### src/cmch_pkg.sv
`default_nettype none
package cmch_pkg;
    localparam int ADDR_W = 32;
    localparam int DATA_W = 32;
    localparam int LEN_W = 8;
    localparam int N_CH = 2;
    localparam int CH_I = 0;
    localparam int CH_D = 1;
    localparam int WORD_LSB = 2;
    // Burst address counter width
    localparam int CNT_W = 8;
    localparam logic [CNT_W-1:0] CNT_LAST = 8'hff;
    localparam logic [CNT_W-1:0] CNT_RST = 8'h00;
    // Initial access length; two is the least, since burst request is registered
    localparam int FIRST_CYC = 2;
    localparam logic [7:0] FIRST_WAIT = 8'(FIRST_CYC - 2);
    localparam logic [ADDR_W-1:0] ADDR_STEP = 32'h0000_0004;
    localparam logic [ADDR_W-1:0] ADDR_RST = 32'h0000_0000;
    localparam logic [LEN_W-1:0] LEN_RST = 8'h00;

    typedef enum logic [1:0] {m_idle, m_first, m_burst, m_final} cmch_mst_e;
    typedef enum logic [1:0] {c_idle, c_req, c_burst} cmch_cst_e;
endpackage : cmch_pkg
`default_nettype wire

### src/cmch_chan_if.sv
`timescale 1ns/1ps
`default_nettype none
interface cmch_chan_if;
    import cmch_pkg::*;
    logic [ADDR_W-1:0] addr;
    logic              instr_space_select;
    logic              cycle_invalid_n;
    logic              instr_request_n;
    logic              instr_burst_request_n;
    logic              data_request_n;
    logic              data_burst_request_n;
    logic              data_write;
    logic [DATA_W-1:0] data_wdata;
    logic              instr_ready_n;
    logic              instr_error_n;
    logic              instr_burst_ack_n;
    logic              data_ready_n;
    logic              data_error_n;
    logic              data_burst_ack_n;
    logic              pipeline_enable_n;
    logic [DATA_W-1:0] instr_word;
    logic [DATA_W-1:0] data_rdata;

    modport cpu (
        output addr, instr_space_select, cycle_invalid_n, instr_request_n, instr_burst_request_n,
        output data_request_n, data_burst_request_n, data_write, data_wdata,
        input  instr_ready_n, instr_error_n, instr_burst_ack_n, data_ready_n, data_error_n,
        input  data_burst_ack_n, pipeline_enable_n, instr_word, data_rdata
    );
    modport mem (
        input  addr, instr_space_select, cycle_invalid_n, instr_request_n, instr_burst_request_n,
        input  data_request_n, data_burst_request_n, data_write, data_wdata,
        output instr_ready_n, instr_error_n, instr_burst_ack_n, data_ready_n, data_error_n,
        output data_burst_ack_n, pipeline_enable_n, instr_word, data_rdata
    );
endinterface : cmch_chan_if
`default_nettype wire

### src/cmch_cpu_end.sv
`timescale 1ns/1ps
`default_nettype none
module cmch_cpu_end
    import cmch_pkg::*;
(
    input  wire logic                        sys_clk_in,
    input  wire logic                        srst_in,
    cmch_chan_if.cpu                         chan,
    input  wire logic [N_CH-1:0]             job_start_in,
    input  wire logic [N_CH-1:0][ADDR_W-1:0] job_addr_in,
    input  wire logic [N_CH-1:0][LEN_W-1:0]  job_len_in,
    input  wire logic [N_CH-1:0]             job_cancel_in,
    input  wire logic                        fetch_space_in,
    input  wire logic                        prefetch_full_in,
    input  wire logic                        store_in,
    input  wire logic [DATA_W-1:0]           store_data_in,
    output logic      [N_CH-1:0]             job_busy_out,
    output logic      [N_CH-1:0]             word_valid_out,
    output logic      [N_CH-1:0][DATA_W-1:0] word_out,
    output logic                             store_take_out
);
    logic [N_CH-1:0]             rdy;
    logic [N_CH-1:0]             ack;
    logic [N_CH-1:0]             want;
    logic [N_CH-1:0]             go;
    logic [N_CH-1:0]             inreq;
    logic [N_CH-1:0]             brq;
    logic [N_CH-1:0]             first;
    logic [N_CH-1:0]             act;
    logic [N_CH-1:0][ADDR_W-1:0] nxt_addr;
    logic [N_CH-1:0]             val_q, val_d;
    logic [N_CH-1:0][DATA_W-1:0] wrd_q, wrd_d;
    logic                        wr_q, wr_d;
    logic                        sp_q, sp_d;
    logic [DATA_W-1:0]           wd_q, wd_d;

    // An error ends a word like a ready; the word is still marked valid in word_valid_out
    assign rdy = {~chan.data_ready_n | ~chan.data_error_n, ~chan.instr_ready_n | ~chan.instr_error_n};
    assign ack = {~chan.data_burst_ack_n, ~chan.instr_burst_ack_n};
    // Instruction fetch wins the shared address bus; an access on it is never cut short
    assign go[CH_I] = want[CH_I] & ~inreq[CH_D];
    assign go[CH_D] = want[CH_D] & ~inreq[CH_I] & ~go[CH_I];

    for (genvar c = 0; c < N_CH; c++) begin : g_ch
        cmch_cst_e        st_q, st_d;
        logic             job_q, job_d;
        logic             first_q, first_d;
        logic             lead_q, lead_d;
        logic [ADDR_W-1:0] a_q, a_d;
        logic [LEN_W-1:0] left_q, left_d;
        logic [LEN_W-1:0] acc_q, acc_d;
        logic             hold;

        assign hold = (c == CH_I) & prefetch_full_in;
        assign want[c] = job_q & (left_q != LEN_RST) & (st_q == c_idle) & ~hold;
        assign inreq[c] = st_q == c_req;
        assign first[c] = first_q;
        assign act[c] = st_q != c_idle;
        assign job_busy_out[c] = job_q;
        assign nxt_addr[c] = a_q;
        assign brq[c] = ((st_q == c_req) & (acc_q > 8'h01)) | ((st_q == c_burst) & (acc_q != LEN_RST) & ~hold);

        always_comb begin
            st_d = st_q;
            job_d = job_q;
            first_d = 1'b0;
            lead_d = lead_q;
            a_d = a_q;
            left_d = left_q;
            acc_d = acc_q;
            if (rdy[c] & act[c]) begin
                a_d = a_q + ADDR_STEP;
                left_d = left_q - 1'b1;
                acc_d = acc_q - 1'b1;
            end
            case (st_q)
                c_idle: begin
                    if (job_start_in[c] & ~job_q) begin
                        job_d = 1'b1;
                        lead_d = 1'b1;
                        a_d = job_addr_in[c];
                        left_d = job_len_in[c];
                    end else if (job_q & (left_q == LEN_RST)) begin
                        job_d = 1'b0;
                    end else if (go[c]) begin
                        st_d = c_req;
                        first_d = 1'b1;
                        lead_d = 1'b0;
                        if (c != CH_D) begin
                            acc_d = left_q;
                        end else if (lead_q | (left_q == 8'h01)) begin
                            acc_d = 8'h01;
                        end else begin
                            acc_d = left_q - 1'b1;
                        end
                    end
                end
                c_req: begin
                    if (first_q & job_cancel_in[c]) begin
                        st_d = c_idle;
                        job_d = 1'b0;
                    end else if (ack[c] & (acc_d != LEN_RST)) begin
                        st_d = c_burst;
                    end else if (rdy[c] | ack[c]) begin
                        st_d = c_idle;
                    end
                end
                c_burst: begin
                    if ((acc_d == LEN_RST) | (~ack[c] & ~rdy[c])) begin
                        st_d = c_idle;
                    end
                end
                default: st_d = c_idle;
            endcase
        end

        always_ff @(posedge sys_clk_in) begin
            if (srst_in) begin
                st_q <= c_idle;
                job_q <= 1'b0;
                first_q <= 1'b0;
                lead_q <= 1'b0;
                a_q <= ADDR_RST;
                left_q <= LEN_RST;
                acc_q <= LEN_RST;
            end else begin
                st_q <= st_d;
                job_q <= job_d;
                first_q <= first_d;
                lead_q <= lead_d;
                a_q <= a_d;
                left_q <= left_d;
                acc_q <= acc_d;
            end
        end
    end

    assign chan.instr_request_n = ~inreq[CH_I];
    assign chan.data_request_n = ~inreq[CH_D];
    assign chan.instr_burst_request_n = ~brq[CH_I];
    assign chan.data_burst_request_n = ~brq[CH_D];
    assign chan.addr = inreq[CH_I] ? nxt_addr[CH_I] : nxt_addr[CH_D];
    assign chan.instr_space_select = sp_q;
    assign chan.data_write = wr_q;
    assign chan.data_wdata = wd_q;
    assign chan.cycle_invalid_n = ~|(inreq & first & job_cancel_in);
    assign store_take_out = val_d[CH_D] & wr_q;
    assign word_valid_out = val_q;
    assign word_out = wrd_q;

    always_comb begin
        val_d = rdy & act;
        wrd_d = wrd_q;
        wr_d = wr_q;
        sp_d = sp_q;
        wd_d = wd_q;
        if (val_d[CH_I]) begin
            wrd_d[CH_I] = chan.instr_word;
        end
        if (val_d[CH_D]) begin
            wrd_d[CH_D] = chan.data_rdata;
        end
        if (job_start_in[CH_I] & ~job_busy_out[CH_I]) begin
            sp_d = fetch_space_in;
        end
        if ((job_start_in[CH_D] & ~job_busy_out[CH_D]) | store_take_out) begin
            wd_d = store_data_in;
        end
        if (job_start_in[CH_D] & ~job_busy_out[CH_D]) begin
            wr_d = store_in;
        end
    end

    always_ff @(posedge sys_clk_in) begin
        if (srst_in) begin
            val_q <= '0;
            wrd_q <= '0;
            wr_q <= 1'b0;
            sp_q <= 1'b0;
            wd_q <= '0;
        end else begin
            val_q <= val_d;
            wrd_q <= wrd_d;
            wr_q <= wr_d;
            sp_q <= sp_d;
            wd_q <= wd_d;
        end
    end
endmodule : cmch_cpu_end
`default_nettype wire

### src/flat_wrapper.sv
// flat-port wrapper written by rule: the top's interface ports become plain ports
module cmch_cpu_end_flat import cmch_pkg::*;
  (sys_clk_in, srst_in, job_start_in, job_addr_in, job_len_in, job_cancel_in, fetch_space_in, prefetch_full_in, store_in, store_data_in, job_busy_out, word_valid_out, word_out, store_take_out, chan_addr, chan_instr_space_select, chan_cycle_invalid_n, chan_instr_request_n, chan_instr_burst_request_n, chan_data_request_n, chan_data_burst_request_n, chan_data_write, chan_data_wdata, chan_instr_ready_n, chan_instr_error_n, chan_instr_burst_ack_n, chan_data_ready_n, chan_data_error_n, chan_data_burst_ack_n, chan_pipeline_enable_n, chan_instr_word, chan_data_rdata);
  cmch_chan_if chan_i ();
  input  wire logic sys_clk_in;
  input  wire logic srst_in;
  input  wire logic [N_CH-1:0] job_start_in;
  input  wire logic [N_CH-1:0][ADDR_W-1:0] job_addr_in;
  input  wire logic [N_CH-1:0][LEN_W-1:0] job_len_in;
  input  wire logic [N_CH-1:0] job_cancel_in;
  input  wire logic fetch_space_in;
  input  wire logic prefetch_full_in;
  input  wire logic store_in;
  input  wire logic [DATA_W-1:0] store_data_in;
  output logic      [N_CH-1:0] job_busy_out;
  output logic      [N_CH-1:0] word_valid_out;
  output logic      [N_CH-1:0][DATA_W-1:0] word_out;
  output logic store_take_out;
  output wire logic [$bits(chan_i.addr)-1:0] chan_addr;
  output wire logic [$bits(chan_i.instr_space_select)-1:0] chan_instr_space_select;
  output wire logic [$bits(chan_i.cycle_invalid_n)-1:0] chan_cycle_invalid_n;
  output wire logic [$bits(chan_i.instr_request_n)-1:0] chan_instr_request_n;
  output wire logic [$bits(chan_i.instr_burst_request_n)-1:0] chan_instr_burst_request_n;
  output wire logic [$bits(chan_i.data_request_n)-1:0] chan_data_request_n;
  output wire logic [$bits(chan_i.data_burst_request_n)-1:0] chan_data_burst_request_n;
  output wire logic [$bits(chan_i.data_write)-1:0] chan_data_write;
  output wire logic [$bits(chan_i.data_wdata)-1:0] chan_data_wdata;
  input wire logic [$bits(chan_i.instr_ready_n)-1:0] chan_instr_ready_n;
  input wire logic [$bits(chan_i.instr_error_n)-1:0] chan_instr_error_n;
  input wire logic [$bits(chan_i.instr_burst_ack_n)-1:0] chan_instr_burst_ack_n;
  input wire logic [$bits(chan_i.data_ready_n)-1:0] chan_data_ready_n;
  input wire logic [$bits(chan_i.data_error_n)-1:0] chan_data_error_n;
  input wire logic [$bits(chan_i.data_burst_ack_n)-1:0] chan_data_burst_ack_n;
  input wire logic [$bits(chan_i.pipeline_enable_n)-1:0] chan_pipeline_enable_n;
  input wire logic [$bits(chan_i.instr_word)-1:0] chan_instr_word;
  input wire logic [$bits(chan_i.data_rdata)-1:0] chan_data_rdata;
  assign chan_addr = chan_i.addr;
  assign chan_instr_space_select = chan_i.instr_space_select;
  assign chan_cycle_invalid_n = chan_i.cycle_invalid_n;
  assign chan_instr_request_n = chan_i.instr_request_n;
  assign chan_instr_burst_request_n = chan_i.instr_burst_request_n;
  assign chan_data_request_n = chan_i.data_request_n;
  assign chan_data_burst_request_n = chan_i.data_burst_request_n;
  assign chan_data_write = chan_i.data_write;
  assign chan_data_wdata = chan_i.data_wdata;
  assign chan_i.instr_ready_n = chan_instr_ready_n;
  assign chan_i.instr_error_n = chan_instr_error_n;
  assign chan_i.instr_burst_ack_n = chan_instr_burst_ack_n;
  assign chan_i.data_ready_n = chan_data_ready_n;
  assign chan_i.data_error_n = chan_data_error_n;
  assign chan_i.data_burst_ack_n = chan_data_burst_ack_n;
  assign chan_i.pipeline_enable_n = chan_pipeline_enable_n;
  assign chan_i.instr_word = chan_instr_word;
  assign chan_i.data_rdata = chan_data_rdata;
  cmch_cpu_end u_core (.sys_clk_in(sys_clk_in), .srst_in(srst_in), .chan(chan_i), .job_start_in(job_start_in), .job_addr_in(job_addr_in), .job_len_in(job_len_in), .job_cancel_in(job_cancel_in), .fetch_space_in(fetch_space_in), .prefetch_full_in(prefetch_full_in), .store_in(store_in), .store_data_in(store_data_in), .job_busy_out(job_busy_out), .word_valid_out(word_valid_out), .word_out(word_out), .store_take_out(store_take_out));
endmodule
### config.mk
export PLATFORM = sky130hd
export DESIGN_NAME = cmch_cpu_end_flat
export DESIGN_NICKNAME = d
export VERILOG_FILES = /design/src/cmch_pkg.sv /design/src/cmch_chan_if.sv /design/src/cmch_cpu_end.sv /design/src/flat_wrapper.sv
export SDC_FILE = /design/constraint.sdc
export NUM_CORES = 1
export LEC_CHECK = 0
export BUFFER_PORTS_ARGS = -buffer_cell sky130_fd_sc_hd__clkbuf_2
export CAP_MARGIN = 15
export CORE_ASPECT_RATIO = 0.6
export CORE_MARGIN = 3
export CORE_UTILIZATION = 51
export DETAILED_ROUTE_END_ITERATION = 12
export PLACE_DENSITY = 0.81
export SLEW_MARGIN = 20
export SYNTH_ARGS = -nofsm -noshare
export SYNTH_HDL_FRONTEND = slang
export SYNTH_SLANG_ARGS = --single-unit
### constraint.sdc
create_clock -name sys_clk_in -period 2.1 [get_ports sys_clk_in]
set_input_delay 0.21 -clock sys_clk_in [delete_from_list [all_inputs] [get_ports sys_clk_in]]
set_output_delay 0.21 -clock sys_clk_in [all_outputs]
set_load 0.05 [all_outputs]
======== Word-level counts from Yosys, hierarchy flattened ========
Index checks and enable logic that the tools add are counted.
operators by class
  $add $sub $neg .......................... 6
  $lt $le $gt $ge ......................... 2
  equal/unequal tests ..................... 20
  mux-type cells .......................... 53
  bitwise operators ....................... 57
  reduce and logical (&&, ||, !) cells .... 26
operators with widths
  operator                                                       count
  2-to-1 mux 32 bit                                              7
  2-to-1 mux 8 bit                                               17
  adder 32 x 3 -> 32 bit, second input constant                  2
  nonzero test 8 bit                                             6
  logical NOT 8 bit                                              4
  subtractor 8 x 1 -> 8 bit, second input constant               4
  2-to-1 mux 2 bit                                               14
  bitwise AND 1 bit                                              26
  NOT 1 bit                                                      18
  greater-than comparator 8 x 1 -> 1 bit, second input constant  2
  != test 2 bit, second input constant                           8
  one-hot mux 2 bit (3 select lines)                             2
  2-to-1 mux 1 bit                                               11
  OR 1 bit                                                       10
  AND reduction 5 bit                                            2
  nonzero test 2 bit                                             5
  AND reduction 3 bit                                            3
  == test 8 x 1 -> 1 bit, second input constant                  1
  != test 4 bit, second input constant                           2
  OR reduction 4 bit                                             2
  bitwise AND 2 bit                                              3
  != test 2 x 1 -> 1 bit, second input constant                  3
  != test 3 bit, second input constant                           2
  == test 2 x 1 -> 1 bit, second input constant                  2
  5 further kinds                                                8
storage, ports and cells
  register bits ........................... 205
  bits of input ports ..................... 192

======== Depth between registers and ports, before layout ========
  depth after elaboration ................. 11
  gate-level depth with buffers ........... 8
  depth with buffers taken out ............ 7

======== Worst setup path before layout ========
No wires, ideal clock.
  path kind ............................... register -> output
  start ................................... register u_core.g_ch[0].st_q[1]
  end ..................................... output port chan_addr[17]
  arrival ................................. 2.367 ns
  required time ........................... 1.890 ns
  slack ................................... -0.477 ns
  stages on the path, launching flop included .. 6
  path buffers ............................ 3
  cell sequence ........................... dfxtp_1 -> buf_2 -> nand2b_1 -> buf_2 -> buf_1 -> o21ai_0
between the ends
  longest elaborated chain between the ends .. 2
RTL lines
  item                    line                 text
  start, declared         cmch_cpu_end.sv:45   cmch_cst_e st_q, st_d;
  start signal, assigned  cmch_cpu_end.sv:119  st_q <= c_idle;
  start signal, assigned  cmch_cpu_end.sv:127  st_q <= st_d;
  == test 2 x 1 -> 1 bit  cmch_cpu_end.sv:56   assign inreq[c] = st_q == c_req;
  2-to-1 mux 32 bit       cmch_cpu_end.sv:142  assign chan.addr = inreq[CH_I] ? nxt_addr[CH_I] : nxt_addr[CH_D];
  end, declared           flat_wrapper.sv:19   output wire logic [$bits(chan_i.addr)-1:0] chan_addr;
Every way passes these cells.

======== Worst setup path in the final report ========
  start ................................... register u_core.g_ch[1].acc_q[3]
  end ..................................... output port chan_data_burst_request_n
between the ends
  longest elaborated chain between the ends .. 4
  elaborated cells between the ends (all ways) .. 6
  classes of those cells .................. order compare: 1; bitwise: 4; reduce/logical: 1
RTL lines
  item                                                                                 line                 text
  start, declared                                                                      cmch_cpu_end.sv:51   logic [LEN_W-1:0] acc_q, acc_d;
  start signal, assigned                                                               cmch_cpu_end.sv:125  acc_q <= LEN_RST;
  start signal, assigned                                                               cmch_cpu_end.sv:133  acc_q <= acc_d;
  greater-than comparator 8 x 1 -> 1 bit / nonzero test 8 bit (equally long branches)  cmch_cpu_end.sv:61   assign brq[c] = ((st_q == c_req) & (acc_q > 8'h01)) | ((st_q == c_burst) & (acc_q != LEN_RST) & ~hold);
  bitwise AND 1 bit                                                                    cmch_cpu_end.sv:61
  OR 1 bit *                                                                           cmch_cpu_end.sv:61
  NOT 1 bit *                                                                          cmch_cpu_end.sv:141  assign chan.data_burst_request_n = ~brq[CH_D];
  end, declared                                                                        flat_wrapper.sv:25   output wire logic [$bits(chan_i.data_burst_request_n)-1:0] chan_data_burst_request_n;
Mark *: on every way between the ends. The rest lies on a longest branch, timed or not.

==> impl_results.md <==
- WP buf/inv: 1
- Clk sinks: between 200 and 250
- FMAX: around 480 MHz
- # setup viols final: 0
- Antenna-violating nets left: 0
- Top delay family on crit path: simple AND/OR/NAND/NOR gates
- Synthesized area: just under 10000 µm²
- Grt ovf: 0
- Combinational share of power: 0.308
- DR WL/cell: about 18 µm
- Final Hold Fails: 0
- Initial drt markers: 1192
- Crit path arrival time: around 1900 ps
- Dpl hpwl: 22.5 mm
- Clock Pin Slew Worst Setup and Hold Paths: approximately 70 ps
- Outcome: finished clean
- Number of global-route vias before repair: 10.6k
- YS warnings: 0
- Placed instance area: roughly 12000 µm²
- Post-synthesis cell count: 1194
- Global-route wire length before repair: 55.1 mm
- Yosys cell types: 59
- Hold path depth: 3
- Gr usage total: 0.327
- Top-area cell type share of the netlist area: 0.425
- DP Cell Count: between 1.5k and 2k
- First-pass iteration count of the detailed router: 7
- Max-capacitance violation count: 0
- Pwr Density: ~880 nW/µm²
- Area delta synth->final: 46.4%
- Fin crit period: around 2100 ps
- Tot Pwr: around 12000 µW
- P_sw: between 4000 and 5000 µW
- Core ar.: roughly 18000 µm²
- Boundary Pins: ~330
- Worst path cell trace: or3_4 > nor4_4 > a21oi_1 > o21ai_1 > clkbuf_8
- Die Wd: approximately 180 µm
- Cell depth of the worst flop-to-flop path: 5
- Number of remaining DRC errors: 0
- Crit-path max FO: 2
- Seq pwr share: 0.390
- Slew Viols, Final: 0
- Post-synth top flop: dfxtp_1
- Setup crit start kind: flip-flop
- Top cells by area, synth: dfxtp_1 (42%), nand2_1 (9.9%), a21oi_1 (6.5%)
- FF+latch count, synth: 205
- CTS tree: done
- RSZ-0062 raised after global routing: yes
- Die Area: slightly above 20000 µm²
- Final nets: ~1.9k
- Slowest CP cell: or3_4
- Gpl congestion: 0.972
- Final clock skew: between 10 and 15 ps
- Cell area after layout: approximately 14000 µm²
- WP data required: roughly 1900 ps
- Most common cell in the netlist: nand2_1
- Fin crit share: 0.999
- Switching share of power: 0.356
- Worst-Margin Slew: between 600 and 700 ps
- Pin count of the biggest net entering global routing: between 70 and 80
- Post-Route WL: 35.0 mm
- Syn nets: between 1k and 1.5k
- Largest area contributor in the netlist: dfxtp_1
- Mean Syn Cell Area: around 8.1 µm²
- Maximum VDD drop: ~0.63 mV
- Layout cells sized above 1: 0.294
- Relative slew slack: 0.567
- Worst min path class: in2reg
- Initial antenna violation count: 0
- Clock buffer depth: 3
- Vias: 10.8k
- Clock power frac: 0.302
- CTS root buf: clkbuf_16
- Top cells by count, synth: nand2_1 (254), dfxtp_1 (205), a21oi_1 (125)
- CTS H-tree lvls: 1
- Leakage: ~0.0060 µW
- Post-Layout Cell Count: around 1.9k
- Die H: ~110 µm
- CP Class: reg2out
- Ys async rst share: 0
- Power Internal: between 7000 and 8000 µW
- WP depth: 5
- Post-synth EDFFs: 0
- Initial core utilization: 0.528
- Via/cell ratio: 5.61
- Clock Latency Late Sink: ~500 ps
- Crit path launch: u_core.g_ch[1].acc_q[3]$_SDFF_PP0_
- Rows: 38
- Seq/Total Area, Yosys: 0.425
- TritonCTS buffer count: 20
- Worst setup EP type: output port
- I/O Buffers: 330
- R2R Path Start: u_core.g_ch[1].a_q[20]$_SDFF_PP0_
- Worst hold start: job_addr_in[42]
- Slowest stage delay, CP: roughly 400 ps
cell usage in the layout (no fill, tap or decap), types with 16 or more instances in the layout:
master	count
nor2_1	119
clkbuf_2	297
nand3_1	26
xor2_1	48
a21oi_1	125
nor3_1	16
nand4_1	31
clkbuf_16	22
buf_4	54
xnor2_1	29
dlygate4sd3_1	148
nand2_1	252
buf_2	16
dfxtp_1	196
mux2_2	32
a211oi_1	67
routing by layer:
| metal | vias up | part of all wire | track usage |
|---|---|---|---|
| met5 | - | 0.0016 | 0.0212 |
| met4 | 2 | 0.044 | 0.134 |
| met3 | 145 | 0.096 | 0.0823 |
| met2 | 580 | 0.44 | 0.502 |
| met1 | 4985 | 0.42 | 0.438 |
| li1 | 5088 | - | - |
timing repair:
| action | 4_1_cts | 5_1_grt |
|---|---|---|
| cloned | 0 | 2 |
| pin swaps | 1 | 4 |
| setup endpoints to repair | 33 | 48 |
| gates resized for setup | 34 | 30 |
| hold buffers | 147 | 1 |
| hold endpoints to repair | 147 | 1 |
| setup buffers | 2 | 9 |
cells by family (layout without fill, tap and decap cells):
family | Yosys count | count (layout) | synth area share
AOI/OAI and AO/OA | 240 | 240 | 0.159
xor gates and xnor gates | 77 | 77 | 0.0698
adders and majority gates | 9 | 9 | 0.0117
buffers and inverters | 97 | 586 | 0.0425
DFF | 205 | 205 | 0.425
muxes | 35 | 35 | 0.0404
other | 0 | 1 | 0
and+or+nand+nor | 531 | 531 | 0.252
sequential cells by signal (all words and copies together) (netlist names):
register                        cells
u_core.chan.instr_space_select      1
u_core.g_ch.a_q                    64
u_core.word_valid_out               2
u_core.g_ch.acc_q                  16
u_core.g_ch.st_q                    4
u_core.word_out                    64
u_core.g_ch.first_q                 2
u_core.g_ch.job_q                   2
u_core.g_ch.lead_q                  1
u_core.chan.data_write              1
u_core.g_ch.left_q                 16
u_core.chan.data_wdata             32
worst register-to-register path, cell delays in order (launching register included):
cell      delay, ps
dfxtp_1         450
and3_1          270
and3_1          300
nand4_1         270
or3_1           390
a311oi_1        260
power groups by stage:
stage	clock (µW)	sequential [µW]	combinational, µW
floorplan	0	5120	2030
global placement	0	4820	3260
detailed placement	0	4850	3320
CTS	3760	4780	3690
global route	3940	4860	4100
finish	3740	4830	3820
final timing paths:
check / to / slack, ps
max: chan_data_burst_request_n / 2
min: u_core.g_ch[1].a_q[10]$_SDFF_PP0_ / 20
max reg2reg: u_core.g_ch[1].a_q[28]$_SDFF_PP0_ / 60
min reg2reg: u_core.chan.data_wdata[14]$_SDFFE_PP0P_ / 450
per-stage QoR:
step | util | hold WS (ps) | TNS [ps] | setup slack (ps)
finish | 0.772 | 17.1 | 0 | 1.79
floorplan | - | 343 | -33.8 | -33.8
detailed placement | 0.640 | 438 | 0 | 129
CTS | 0.765 | 1.72 | -28.8 | -16.7
global placement | 0.640 | 432 | 0 | 205
global route | 0.772 | 9.43 | -152 | -112
area by class of cell:
type | instances | area (µm²)
Multi-Input combinational cell | 892 | 5270
Fill cell | 1255 | 4170
Sequential cell | 205 | 4120
Timing Repair Buffer | 537 | 3720
Clock buffer | 27 | 588
Tap cell | 240 | 300
Clock inverter | 7 | 85.1
Inverter | 15 | 56.3
Antenna cell | 1 | 2.50
Power figures use the tool's default switching activity.
